File: src/design/tmr_pkg.sv
package tmr_pkg;

  // ==========================================================
  // special-register numbers
  localparam logic [9:0] SPR_STATUS = 10'h3D8;
  localparam logic [9:0] SPR_CONTROL = 10'h3DA;
  localparam logic [9:0] SPR_INTERVAL = 10'h3DB;

  // ==========================================================
  // control fields, lsb positions (big-endian bit 0 is bit 31)
  localparam int CTL_WDOG_PERIOD = 30;
  localparam int CTL_WDOG_RESET_KIND = 28;
  localparam int CTL_WDOG_IRQ_EN = 27;
  localparam int CTL_INTERVAL_IRQ_EN = 26;
  localparam int CTL_FIXED_PERIOD = 24;
  localparam int CTL_FIXED_IRQ_EN = 23;
  localparam int CTL_AUTO_RELOAD = 22;
  localparam logic [31:0] CTL_IMPL_MASK = 32'hFFC0_0000;
  localparam logic [31:0] CTL_RESET = 32'h0000_0000;

  // ==========================================================
  // status fields, lsb positions
  localparam int STS_ARM_NEXT = 31;
  localparam int STS_WDOG_IRQ = 30;
  localparam int STS_WDOG_CAUSE = 28;
  localparam int STS_INTERVAL_IRQ = 27;
  localparam int STS_FIXED_IRQ = 26;
  localparam logic [31:0] STS_IMPL_MASK = 32'hFC00_0000;
  localparam logic [31:0] STS_RESET = 32'h0000_0000;

  // ==========================================================
  // time-base bit chosen by a period code: base + 4 * code
  localparam logic [4:0] WDOG_TB_BASE = 5'h10;
  localparam logic [4:0] FIXED_TB_BASE = 5'h08;
  localparam logic [31:0] COUNT_RESET = 32'h0000_0000;

  typedef struct packed {
    logic valid;
    logic write;
    logic [9:0] num;
    logic [31:0] data;
  } tmr_spr_req_t;

endpackage

File: src/design/tmr_event_regs.sv
`timescale 1ns/100ps
module tmr_event_regs (
  input wire logic mclk,
  input wire logic rst,
  input wire tmr_pkg::tmr_spr_req_t sprReq,
  input wire logic privileged,
  input wire logic tbTick,
  input wire logic [31:0] tbLow,
  output logic [31:0] sprRdData_q,
  output logic sprAck_q,
  output logic sprErr_q,
  output logic wdtIrq_q,
  output logic intervalIrq_q,
  output logic fitIrq_q,
  output logic [1:0] wdtResetReq_q
);

  // ==========================================================
  // decoding helpers
  function automatic logic [4:0] tbBitIdx(input logic [1:0] code, input logic [4:0] base);
    tbBitIdx = base + {1'b0, code, 2'b00};
  endfunction

  function automatic logic risingAt(input logic [31:0] now, input logic [31:0] prev,
                                    input logic [4:0] idx);
    risingAt = now[idx] & ~prev[idx];
  endfunction

  // ==========================================================
  // state
  // registered state and next values
  logic [31:0] ctl_q;
  logic [31:0] ctl_d;
  logic [31:0] sts_q;
  logic [31:0] sts_d;
  logic [31:0] cnt_q;
  logic [31:0] cnt_d;
  logic [31:0] rld_q;
  logic [31:0] rld_d;
  logic [31:0] tbPrev_q;
  logic [31:0] tbPrev_d;
  logic [31:0] rdData_d;
  logic ack_d;
  logic err_d;
  logic wdtIrq_d;
  logic intervalIrq_d;
  logic fitIrq_d;
  logic [1:0] resetReq_d;
  logic [2:0] irqStatus;
  logic [2:0] irqEnable;
  logic [2:0] irqNext;

  // decoded strobes and events
  logic access;
  logic wrCtl;
  logic wrSts;
  logic wrCnt;
  logic mapped;
  logic intervalEvt;
  logic fitEvt;
  logic wdtEvt;
  logic [1:0] kindNow;

  // ==========================================================
  // register number match
  function automatic logic numIs(input logic [9:0] num, input logic [9:0] target);
    numIs = (num == target);
  endfunction

  // ==========================================================
  // access decode
  always_comb begin
    access = sprReq.valid & privileged;
    // unmapped numbers still get an answer, flagged as an error
    mapped = numIs(sprReq.num, tmr_pkg::SPR_STATUS) |
             numIs(sprReq.num, tmr_pkg::SPR_CONTROL) |
             numIs(sprReq.num, tmr_pkg::SPR_INTERVAL);
    wrSts = access & sprReq.write & numIs(sprReq.num, tmr_pkg::SPR_STATUS);
    wrCtl = access & sprReq.write & numIs(sprReq.num, tmr_pkg::SPR_CONTROL);
    wrCnt = access & sprReq.write & numIs(sprReq.num, tmr_pkg::SPR_INTERVAL);
  end

  // ==========================================================
  // timer events
  always_comb begin
    tbPrev_d = tbLow;
    // a period change gives no extra edge: the newly chosen bit is compared with its own previous value
    // watchdog timeout edge
    wdtEvt = risingAt(tbLow, tbPrev_q,
                      tbBitIdx(ctl_q[tmr_pkg::CTL_WDOG_PERIOD +: 2], tmr_pkg::WDOG_TB_BASE));
    fitEvt = risingAt(tbLow, tbPrev_q,
                      tbBitIdx(ctl_q[tmr_pkg::CTL_FIXED_PERIOD +: 2], tmr_pkg::FIXED_TB_BASE));
    intervalEvt = tbTick & ~wrCnt & (cnt_q == 32'h0000_0001);
  end

  // the whole previous word is kept so a period change needs no extra state
  always_ff @(posedge mclk) begin
    if (rst) begin
      tbPrev_q <= tmr_pkg::COUNT_RESET;
    end else begin
      tbPrev_q <= tbPrev_d;
    end
  end

  // ==========================================================
  // interval counter
  always_comb begin
    cnt_d = cnt_q;
    rld_d = rld_q;
    // a write in the same cycle as a tick wins: no decrement, no event
    if (wrCnt) begin
      cnt_d = sprReq.data;
      rld_d = sprReq.data;
    end else if (tbTick && cnt_q != 32'h0000_0000) begin
      if (cnt_q == 32'h0000_0001 && ctl_q[tmr_pkg::CTL_AUTO_RELOAD]) begin
        cnt_d = rld_q;
      end else begin
        cnt_d = cnt_q - 32'h0000_0001;
      end
    end
  end

  always_ff @(posedge mclk) begin
    if (rst) begin
      cnt_q <= tmr_pkg::COUNT_RESET;
      rld_q <= tmr_pkg::COUNT_RESET;
    end else begin
      cnt_q <= cnt_d;
      rld_q <= rld_d;
    end
  end

  // ==========================================================
  // control register
  always_comb begin
    ctl_d = ctl_q;
    kindNow = ctl_q[tmr_pkg::CTL_WDOG_RESET_KIND +: 2];
    if (wrCtl) begin
      ctl_d = sprReq.data & tmr_pkg::CTL_IMPL_MASK;
      ctl_d[tmr_pkg::CTL_WDOG_RESET_KIND +: 2] = kindNow |
        sprReq.data[tmr_pkg::CTL_WDOG_RESET_KIND +: 2];
    end
  end

  always_ff @(posedge mclk) begin
    if (rst) begin
      ctl_q <= tmr_pkg::CTL_RESET;
    end else begin
      ctl_q <= ctl_d;
    end
  end

  // ==========================================================
  // status register and watchdog
  always_comb begin
    sts_d = sts_q;
    resetReq_d = 2'h0;
    if (wrSts) begin
      sts_d = sts_q & ~(sprReq.data & tmr_pkg::STS_IMPL_MASK);
    end
    // sets come after the clear so a same-cycle event is never lost
    if (intervalEvt) begin
      sts_d[tmr_pkg::STS_INTERVAL_IRQ] = 1'b1;
    end
    if (fitEvt) begin
      sts_d[tmr_pkg::STS_FIXED_IRQ] = 1'b1;
    end
    if (wdtEvt) begin
      if (!sts_q[tmr_pkg::STS_ARM_NEXT]) begin
        sts_d[tmr_pkg::STS_ARM_NEXT] = 1'b1;
      end else if (!sts_q[tmr_pkg::STS_WDOG_IRQ]) begin
        sts_d[tmr_pkg::STS_WDOG_IRQ] = 1'b1;
      end else if (kindNow != 2'h0) begin
        resetReq_d = kindNow;
        sts_d[tmr_pkg::STS_WDOG_CAUSE +: 2] = kindNow;
      end
    end
  end

  // the reset request is a one-cycle pulse; the cause field keeps the kind
  always_ff @(posedge mclk) begin
    if (rst) begin
      sts_q <= tmr_pkg::STS_RESET;
      wdtResetReq_q <= 2'h0;
    end else begin
      sts_q <= sts_d;
      wdtResetReq_q <= resetReq_d;
    end
  end

  // ==========================================================
  // interrupt requests
  always_comb begin
    irqStatus[0] = sts_d[tmr_pkg::STS_WDOG_IRQ];
    irqEnable[0] = ctl_d[tmr_pkg::CTL_WDOG_IRQ_EN];
    irqStatus[1] = sts_d[tmr_pkg::STS_INTERVAL_IRQ];
    irqEnable[1] = ctl_d[tmr_pkg::CTL_INTERVAL_IRQ_EN];
    irqStatus[2] = sts_d[tmr_pkg::STS_FIXED_IRQ];
    irqEnable[2] = ctl_d[tmr_pkg::CTL_FIXED_IRQ_EN];
  end

  // one gate per request; the core applies its own global enable
  for (genvar i = 0; i < 3; i++) begin : g_irq
    assign irqNext[i] = irqStatus[i] & irqEnable[i];
  end

  always_comb begin
    wdtIrq_d = irqNext[0];
    intervalIrq_d = irqNext[1];
    fitIrq_d = irqNext[2];
  end

  always_ff @(posedge mclk) begin
    if (rst) begin
      wdtIrq_q <= 1'b0;
      intervalIrq_q <= 1'b0;
      fitIrq_q <= 1'b0;
    end else begin
      wdtIrq_q <= wdtIrq_d;
      intervalIrq_q <= intervalIrq_d;
      fitIrq_q <= fitIrq_d;
    end
  end

  // ==========================================================
  // read answer
  always_comb begin
    ack_d = sprReq.valid;
    err_d = sprReq.valid & ~(privileged & mapped);
    rdData_d = 32'h0000_0000;
    // reads return the state before any same-cycle write
    if (access && !sprReq.write) begin
      unique case (sprReq.num)
        tmr_pkg::SPR_STATUS: rdData_d = sts_q;
        tmr_pkg::SPR_CONTROL: rdData_d = ctl_q;
        tmr_pkg::SPR_INTERVAL: rdData_d = cnt_q;
        default: rdData_d = 32'h0000_0000;
      endcase
    end
  end

  always_ff @(posedge mclk) begin
    if (rst) begin
      sprRdData_q <= 32'h0000_0000;
      sprAck_q <= 1'b0;
      sprErr_q <= 1'b0;
    end else begin
      sprRdData_q <= rdData_d;
      sprAck_q <= ack_d;
      sprErr_q <= err_d;
    end
  end

endmodule

File: config.mk
export PLATFORM = sky130hd
export DESIGN_NAME = tmr_event_regs
export DESIGN_NICKNAME = d
export VERILOG_FILES = /design/src/design/tmr_pkg.sv /design/src/design/tmr_event_regs.sv
export SDC_FILE = /design/constraint.sdc
export NUM_CORES = 1
export LEC_CHECK = 0
export ABC_CLOCK_PERIOD_IN_PS = 2700
export BUFFER_PORTS_ARGS = -buffer_cell sky130_fd_sc_hd__buf_2
export CAP_MARGIN = 20
export CELL_PAD_IN_SITES_DETAIL_PLACEMENT = 1
export CELL_PAD_IN_SITES_GLOBAL_PLACEMENT = 2
export CORE_ASPECT_RATIO = 2
export CORE_MARGIN = 3
export CORE_UTILIZATION = 29
export CTS_CLUSTER_DIAMETER = 50
export DETAILED_ROUTE_END_ITERATION = 10
export GPL_TIMING_DRIVEN = 0
export HOLD_SLACK_MARGIN = 0.08
export PLACE_DENSITY_LB_ADDON = 0.1
export SYNTH_ARGS = -nofsm -noshare
export SYNTH_HDL_FRONTEND = slang
export SYNTH_SLANG_ARGS = --single-unit
export TNS_END_PERCENT = 1
File: constraint.sdc
create_clock -name mclk -period 2.7 [get_ports mclk]
set_clock_uncertainty 0.1 [all_clocks]
set_input_delay 0.54 -clock mclk [delete_from_list [all_inputs] [get_ports mclk]]
set_output_delay 0.54 -clock mclk [all_outputs]
set_load 0.03 [all_outputs]
==> impl_metrics.json, run 1 <==
{
  "synth-main-ff-cell": "dfxtp_1",
  "violations": "setup timing",
  "vdd_drop_max_uv": 331,
  "synthTopCellsByCount": "125 x dfxtp_1, 97 x nand2_1, 56 x nor2_1",
  "async_flop_share": 0,
  "cts.sinks": 125,
  "cts_tree": "built",
  "ys_types": 66,
  "startpoint": "cnt_q[24]",
  "die_x_um": 104,
  "grt_pass1_vias": 6028,
  "cts-buffers-inserted": 17,
  "endpoint_kind": "flop",
  "nets": 865,
  "cp.arrival_ns": 3.26,
  "grt_max_degree": 17,
  "hold_viol_final": 0,
  "clk_latency_ns": 0.43,
  "netlist_area_um2": 5610,
  "whs_endpoint": "tbPrev_q[28]",
  "vias_per_cell": 5.28,
  "synth-seq-cells": 125,
  "track_usage": 0.221,
  "fp-row-count": 71,
  "drive_above_1_share": 0.247,
  "crit_fanout": 6,
  "diodes": 0,
  "power_density_nw_per_um2": 744,
  "netlist.area_leader.share": 0.446,
  "yosys_warnings": 0,
  "vias": 5547,
  "synth.most_common_cell": "dfxtp_1",
  "fillCellCount": 2251,
  "ios": 119,
  "first_pass_iters": 4,
  "rrSetupSlack_ns": -0.33,
  "dp_hpwl_mm": 17.0,
  "r2r_cells": 8,
  "die_h_um": 203,
  "dieArea_um2": 21100,
  "place.port_buffers": 91,
  "leakage_nw": 2.87,
  "worstMarginPinSlew_ns": 0.922,
  "start_util": 0.296,
  "finalWorstSetupSlack_ns": -0.329,
  "grt_setup_unrepaired": "true",
  "slew_viol_final": 0,
  "synth_edf_count": 0,
  "crit_required_ns": 2.93,
  "syn_to_final_growth_pct": 30.3,
  "clock.fmax_mhz": 330,
  "hp-start": "tbLow[28]",
  "gp_congestion": 0.860,
  "finalWirelength_mm": 23.1,
  "cts_root_buffer": "clkbuf_16",
  "drc": 0,
  "ant_nets": 0,
  "holdPathStages": 2,
  "ys_seq_area_frac": 0.446,
  "r2r_start": "cnt_q[24]",
  "antenna_found_initial": 0,
  "worstHoldPathType": "in -> reg",
  "drt_iter0_drc": 201,
  "status": "finished, violations left",
  "start_kind": "flop",
  "finalCriticalPeriod_ns": 3.03,
  "grt_pass1_wl_mm": 35.4,
  "path_clk_slew_ns": 0.06,
  "synth_area_per_cell_um2": 8.51,
  "gr-total-overflow": 0,
  "final_util": 0.386,
  "synthCells": 659,
  "htree_levels": 4,
  "relSlewSlack": 0.385,
  "fin_crit_sh": 1.12,
  "reg2reg_to": "cnt_q[15]",
  "worstSetupPathType": "reg -> reg",
  "whs_ns": 0.236,
  "synth_nets": 741,
  "setup_viol": 32,
  "clock_path_buffers": 2,
  "core_area_um2": 18900,
  "cap_violations": 0,
  "timing.setup.tns_ns": -6.47,
  "wl_per_cell_um": 22.0,
  "synth_area_leaders": "dfxtp_1 45%, nand2_1 6.5%, a21oi_1 4.7%, nor2_1 3.7%, and2_1 2.5%",
  "synth_top_area_cell": "dfxtp_1"
}
-- critical path: stages (launching register included) --
cell and delay, ns:
dfxtp_4 0.35, or4_4 0.57, or4_4 0.57, or4_4 0.61
buf_12 0.18, buf_12 0.14, nand3_2 0.05, o211ai_1 0.13
a211oi_2 0.24
-- per-stage QoR --
step                total power, mW  worst slack [ns]  instances  area (um2)
floorplan                      2.72            -0.132        659        5620
global placement               3.05             -1.32       1005        6400
detailed placement             3.07             -1.26       1007        6410
CTS                            5.47            -0.318       1049        7230
global route                   5.68            -0.398       1051        7310
finish                         5.44            -0.329       1051        7310
-- final cells by class --
class                   instances  area, um2  share of cell area
well taps                     255        319              0.0437
clock inverters                10        116              0.0159
flip-flops and latches        125       2510               0.344
multi-input cells             483       3010               0.412
repair buffers                108        622              0.0851
inverters                       8       30.0             0.00411
clock buffers                  22        454              0.0621
plain buffers                  40        245              0.0336
-- registers in the layout, indices dropped and copies added, names as in the netlist --
register       flops
sprRdData_q       32
sts_q              6
sprAck_q           1
rld_q             32
wdtResetReq_q      2
sprErr_q           1
cnt_q             32
intervalIrq_q      1
fitIrq_q           1
ctl_q             10
tbPrev_q           6
wdtIrq_q           1
-- how the worst max path moves through the flow --
| stage | to | slack, ns |
|---|---|---|
| after floorplan | cnt_q[15] | -0.13 |
| after global placement | cnt_q[6] | -1.32 |
| after detailed placement | cnt_q[13] | -1.26 |
| after CTS | cnt_q[15] | -0.32 |
| after global routing | cnt_q[15] | -0.40 |
| final | cnt_q[15] | -0.33 |
-- routing by layer --
metal / GRT usage / vias up / part of all wire
li1: - / 2624 / -
met1: 0.221 / 2722 / 0.37
met2: 0.421 / 150 / 0.55
met3: 0.0366 / 51 / 0.031
met4: 0.131 / 0 / 0.051
met5: 0 / - / 0
-- power breakdown --
part | switching [mW] | internal [mW] | total, mW
logic | 0.678 | 0.458 | 1.14
clock network | 0.879 | 1.38 | 2.26
registers | 0.116 | 1.92 | 2.04
total | 1.67 | 3.76 | 5.44
-- kinds of logic (layout without fill, tap and decap cells) --
kind of cell,after synthesis,count (layout),synth area share
AO/OA/AOI/OAI,159,159,0.194
XOR/XNOR,13,13,0.0203
adder cells (fa/ha/maj),2,2,0.00446
buffers and inverters,51,188,0.0410
flip-flops,125,125,0.446
multiplexers,16,16,0.0335
AND/OR/NAND/NOR,293,293,0.261
-- cell usage in the layout (no fill, tap or decap), types with 4 or more instances in the layout --
cell type  Yosys  layout
mux2i_1       12      12
buf_2          7      93
a21boi_0      17      16
nand4_1        8       8
or4_4          3       4
nor2b_1       13      13
nor3_1        25      22
and2_1        22      22
a211oi_1       7       7
nor4_1        15      11
clkbuf_2       0       7
or3_1          9       8
dfxtp_1      125     121
clkbuf_1      29      26
a22o_1         6       6
inv_1          8       8
nor2_2         1       4
a21o_1         4       4
a211oi_2       4       4
nand3_1       17      16
nor2_1        56      52
a21oi_1       53      53
nand3b_1       7       7
o211ai_1       6       6
o32ai_1        7       7
a31oi_1        7       7
clkbuf_16      0      18
o21ai_0       17      15
buf_4          0      15
xor2_1        11      11
buf_6          4       5
nand2_1       97      96
a22oi_1        4       4
-- timing repair --
| action | in CTS | in global routing |
|---|---|---|
| buffers inserted | 11 | 2 |
| resized for setup | 46 | 20 |
| gates cloned | 1 | 1 |
| setup endpoints to repair | 72 | 65 |
| hold endpoints to repair | 0 | 0 |
| hold buffers | 0 | 0 |
| pin swaps | 13 | 8 |
(Power assumes the default switching activity.)
==> inputs of run 2 (changes only) <==
--- a/config.mk
+++ b/config.mk
@@ -18,6 +18,7 @@
 export GPL_TIMING_DRIVEN = 0
 export HOLD_SLACK_MARGIN = 0.08
 export PLACE_DENSITY_LB_ADDON = 0.1
+export SETUP_SLACK_MARGIN = 0.05
 export SYNTH_ARGS = -nofsm -noshare
 export SYNTH_HDL_FRONTEND = slang
 export SYNTH_SLANG_ARGS = --single-unit
==> impl_metrics.json, run 2 (synthesized netlist as in run 1, its figures left out) <==
{
  "worstSetupPathType": "reg -> reg",
  "finalCriticalPeriod_ns": 3.02,
  "cts_root_buffer": "clkbuf_16",
  "drt_iter0_drc": 187,
  "post-place-ws_ns": -1.26,
  "slowest_delay_ns": 0.58,
  "crit_required_ns": 2.94,
  "endpoint_kind": "flop",
  "status": "finished, violations left",
  "worstMarginPinSlew_ns": 0.892,
  "leakage_nw": 2.87,
  "cts_tree": "built",
  "vdd_drop_max_uv": 345,
  "rrSetupSlack_ns": -0.32,
  "gr-total-overflow": 0,
  "first_pass_iters": 4,
  "dieArea_um2": 21100,
  "path_clk_slew_ns": 0.06,
  "track_usage": 0.222,
  "pwr-share-clk": 0.412,
  "vias_per_cell": 5.28,
  "cp_common_cell": "or4_4",
  "diodes": 0,
  "holdPathStages": 2,
  "core_area_um2": 18900,
  "die_x_um": 104,
  "grt_max_degree": 17,
  "ant_nets": 0,
  "grt_pass1_wl_mm": 35.5,
  "die_h_um": 203,
  "crit_fanout": 10,
  "worstSetupEndpoint": "cnt_q[15]",
  "syn_to_final_growth_pct": 30.6,
  "dp_hpwl_mm": 17.0,
  "slowest_stage": "or4_4",
  "reg2reg_to": "cnt_q[15]",
  "timing.setup.tns_ns": -5.77,
  "power_density_nw_per_um2": 750,
  "r2r_cells": 9,
  "antenna_found_initial": 0,
  "grt_pass1_vias": 6061,
  "gp_congestion": 0.860,
  "p_seq_frac": 0.370,
  "r2r_start": "cnt_q[24]",
  "worst-path-buf-inv": 3,
  "power_frac_comb": 0.218,
  "hold_viol_final": 0,
  "layout_common_cells": "121 x dfxtp_1, 96 x nand2_1, 94 x buf_2",
  "drive_above_1_share": 0.247,
  "finalWorstSetupSlack_ns": -0.317,
  "finalWirelength_mm": 23.1,
  "start_util": 0.296,
  "path_cells": "or4_4 > or4_4 > buf_8 > or4_4 > buf_12 > buf_12 > nand3_2 > o211ai_1 > a211oi_2",
  "cp.arrival_ns": 3.25,
  "total_power_mw": 5.50,
  "clock.fmax_mhz": 331,
  "relSlewSlack": 0.405,
  "swShare": 0.307,
  "fp-row-count": 71,
  "fin_crit_sh": 1.12,
  "ios": 119,
  "htree_levels": 4,
  "cts-buffers-inserted": 17,
  "internal_power_mw": 3.81,
  "slew_viol_final": 0,
  "fillCellCount": 2253,
  "setup_viol": 32,
  "vias": 5561,
  "cp_top_family": "simple AND/OR/NAND/NOR gates",
  "worstHoldPathType": "in -> reg",
  "nets": 867,
  "cap_violations": 0,
  "p_switching_mw": 1.69,
  "start_kind": "flop",
  "final_common_cell": "dfxtp_1",
  "clock_path_buffers": 2,
  "grt_setup_unrepaired": "true",
  "clk_latency_ns": 0.43,
  "startpoint": "cnt_q[24]",
  "cts.sinks": 125,
  "drc": 0,
  "violations": "setup timing",
  "wl_per_cell_um": 22.0,
  "place.port_buffers": 91,
  "cts-hold-fix-buffers": 0,
  "cp_num_cells": 9,
  "reg.largest.list": "cnt_q: 32 flops, rld_q: 32 flops, sprRdData_q: 32 flops"
}
-- run 2: what timing repair did --
action	in CTS	in global routing
setup buffers	14	0
resized for setup	58	6
setup endpoints to repair	81	56
gates cloned	1	0
pin swaps	19	5
-- run 2: worst min-delay path by stage --
| stage | from | to | slack (ns) |
|---|---|---|---|
| 6_report | tbLow[28] | tbPrev_q[28] | 0.24 |
| 5_1_grt | tbLow[28] | tbPrev_q[28] | 0.24 |
| 4_1_cts | tbLow[28] | tbPrev_q[28] | 0.22 |
| 3_5_place_dp | rld_q[12] | rld_q[12] | 0.35 |
| 3_3_place_gp | rld_q[18] | rld_q[18] | 0.34 |
| 2_1_floorplan | rld_q[0] | rld_q[0] | 0.33 |
-- run 2: power by group through the flow --
stage	Combinational (mW)	Clock, mW	Sequential [mW]
global route	1.30	2.39	2.05
CTS	1.20	2.30	2.03
floorplan	0.688	0	2.03
detailed placement	1.01	0	2.06
finish	1.20	2.27	2.04
global placement	0.991	0	2.06
-- run 2: per-layer routing --
metal	global-route usage	share of wire
met2	0.424	0.55
met5	0	0
met3	0.0372	0.035
met4	0.131	0.059
met1	0.221	0.36
-- run 2: final cells by class --
cell class | count | area (um2) | area share
clock buffers | 22 | 454 | 0.0620
well taps | 255 | 319 | 0.0436
inverters | 8 | 30.0 | 0.00410
repair buffers | 108 | 604 | 0.0825
clock inverters | 10 | 116 | 0.0159
plain buffers | 42 | 287 | 0.0391
flip-flops and latches | 125 | 2510 | 0.343
multi-input cells | 483 | 3010 | 0.410
-- run 2: through the flow --
step | utilization | hold slack, ns | instance area (um2) | std cells
2_1_floorplan | - | 0.327 | 5620 | 659
3_3_place_gp | 0.338 | 0.342 | 6400 | 1005
3_5_place_dp | 0.339 | 0.347 | 6410 | 1007
4_1_cts | 0.386 | 0.223 | 7310 | 1054
5_1_grt | 0.387 | 0.239 | 7330 | 1053
6_report | 0.387 | 0.235 | 7330 | 1053
==> inputs of run 3 (changes only) <==
--- a/config.mk
+++ b/config.mk
@@ -6,7 +6,7 @@
 export NUM_CORES = 1
 export LEC_CHECK = 0
 export ABC_CLOCK_PERIOD_IN_PS = 2700
-export BUFFER_PORTS_ARGS = -buffer_cell sky130_fd_sc_hd__buf_2
+export BUFFER_PORTS_ARGS = -buffer_cell sky130_fd_sc_hd__buf_4
 export CAP_MARGIN = 20
 export CELL_PAD_IN_SITES_DETAIL_PLACEMENT = 1
 export CELL_PAD_IN_SITES_GLOBAL_PLACEMENT = 2
@@ -18,7 +18,7 @@
 export GPL_TIMING_DRIVEN = 0
 export HOLD_SLACK_MARGIN = 0.08
 export PLACE_DENSITY_LB_ADDON = 0.1
-export SETUP_SLACK_MARGIN = 0.05
+export SETUP_SLACK_MARGIN = 0.2
 export SYNTH_ARGS = -nofsm -noshare
 export SYNTH_HDL_FRONTEND = slang
 export SYNTH_SLANG_ARGS = --single-unit
==> impl_metrics.json, run 3 (synthesized netlist as in run 1, its figures left out) <==
{
  "gr-total-overflow": 0,
  "setup_viol": 34,
  "worstSetupPathType": "reg -> reg",
  "start_kind": "flop",
  "vias": 5557,
  "track_usage": 0.225,
  "reg.largest.list": "cnt_q: 32 flops, rld_q: 32 flops, sprRdData_q: 32 flops",
  "drt_iter0_drc": 172,
  "worstMarginPinSlew_ns": 0.964,
  "drive_above_1_share": 0.259,
  "final_util": 0.410,
  "hold_viol_final": 0,
  "dp_hpwl_mm": 17.1,
  "first_pass_iters": 4,
  "rrSetupSlack_ns": -0.34,
  "vdd_drop_max_uv": 382,
  "clock.fmax_mhz": 329,
  "finalWorstSetupSlack_ns": -0.341,
  "place_area_um2": 6640,
  "slew_viol_final": 0,
  "endpoint_kind": "flop",
  "final_common_cell": "dfxtp_1",
  "htree_levels": 4,
  "wl_per_cell_um": 21.9,
  "antenna_found_initial": 0,
  "grt_setup_unrepaired": "true",
  "grt_pass1_vias": 6113,
  "drc": 0,
  "cap_violations": 0,
  "violations": "setup timing",
  "fin_crit_sh": 1.13,
  "finalWirelength_mm": 23.2,
  "gp_congestion": 0.858,
  "cts.sinks": 125,
  "layout_common_cells": "120 x dfxtp_1, 109 x buf_4, 97 x nand2_1",
  "finalCriticalPeriod_ns": 3.04,
  "crit_fanout": 6,
  "ant_nets": 0,
  "grt_pass1_wl_mm": 35.7,
  "leakage_nw": 3.01,
  "place.port_buffers": 91,
  "dieArea_um2": 21100,
  "fillCellCount": 2222,
  "diodes": 0,
  "nets": 873,
  "cts_tree": "built",
  "status": "finished, violations left",
  "cp.arrival_ns": 3.21,
  "clock_path_buffers": 2,
  "clk_latency_ns": 0.43,
  "die_h_um": 203,
  "relSlewSlack": 0.357,
  "crit_required_ns": 2.87,
  "worstHoldPathType": "in -> reg",
  "whs_ns": 0.234,
  "finish.instance_area_um2": 7750,
  "start_util": 0.296,
  "total_power_mw": 5.78,
  "path_clk_slew_ns": 0.06,
  "cts-hold-fix-buffers": 0,
  "vias_per_cell": 5.25,
  "cts-buffers-inserted": 17,
  "cts_root_buffer": "clkbuf_16",
  "fp-row-count": 71,
  "grt_max_degree": 17,
  "core_area_um2": 18900,
  "power_density_nw_per_um2": 746,
  "die_x_um": 104,
  "syn_to_final_growth_pct": 38.2,
  "ios": 119
}
-- run 3: area by class of cell --
class	count	area, um2	share of cell area
buffer	43	314	0.0405
clock buffer	22	464	0.0599
clock inverter	10	163	0.0210
inverter	8	30.0	0.00387
multi-input combinational	483	3040	0.392
sequential	125	2510	0.324
tap	255	319	0.0412
timing repair buffer	113	911	0.118
-- run 3: where the power goes --
group          leakage [nW]  switching (mW)  total, mW  internal, mW
sequential             1.02           0.111       2.04          1.93
combinational          1.69           0.718       1.28         0.565
clock                 0.300           0.867       2.46          1.59
total                  3.01            1.70       5.78          4.08
-- run 3: worst paths after layout --
check                 start            to  cells past startpoint
setup / recovery  cnt_q[26]      cnt_q[7]                      8
hold / removal    tbLow[20]  tbPrev_q[20]                      2
setup reg to reg  cnt_q[26]      cnt_q[7]                      8
hold reg to reg    rld_q[9]      rld_q[9]                      2
-- run 3: timing repair --
| item | 4_1_cts | 5_1_grt |
|---|---|---|
| gates resized for setup | 66 | 13 |
| setup buffers | 16 | 2 |
| gates cloned | 2 | 0 |
| pin swaps | 17 | 7 |
| setup endpoints to repair | 92 | 41 |
-- run 3: critical path: stages, from the launching register on --
cell,delay (ns)
dfxtp_2,0.34
or4_4,0.57
or4_4,0.44
buf_6,0.15
or4_4,0.56
buf_12,0.16
bufbuf_16,0.27
o221ai_2,0.16
a311oi_1,0.12
-- run 3: per-layer routing --
| metal | routed length (um) | track usage | vias to the layer above | part of all wire |
|---|---|---|---|---|
| li1 | - | - | 2633 | - |
| met4 | 1330 | 0.138 | 0 | 0.057 |
| met2 | 12900 | 0.429 | 128 | 0.55 |
| met5 | 0 | 0 | - | 0 |
| met3 | 645 | 0.0401 | 53 | 0.028 |
| met1 | 8390 | 0.220 | 2743 | 0.36 |
-- run 3: per-stage QoR --
step	std cells	TNS, ns	setup WS, ns
global route	1059	-9.16	-0.414
CTS	1057	-7.10	-0.324
finish	1059	-6.41	-0.341
global placement	1005	-75.53	-1.32
floorplan	659	-1.03	-0.132
detailed placement	1007	-73.79	-1.30
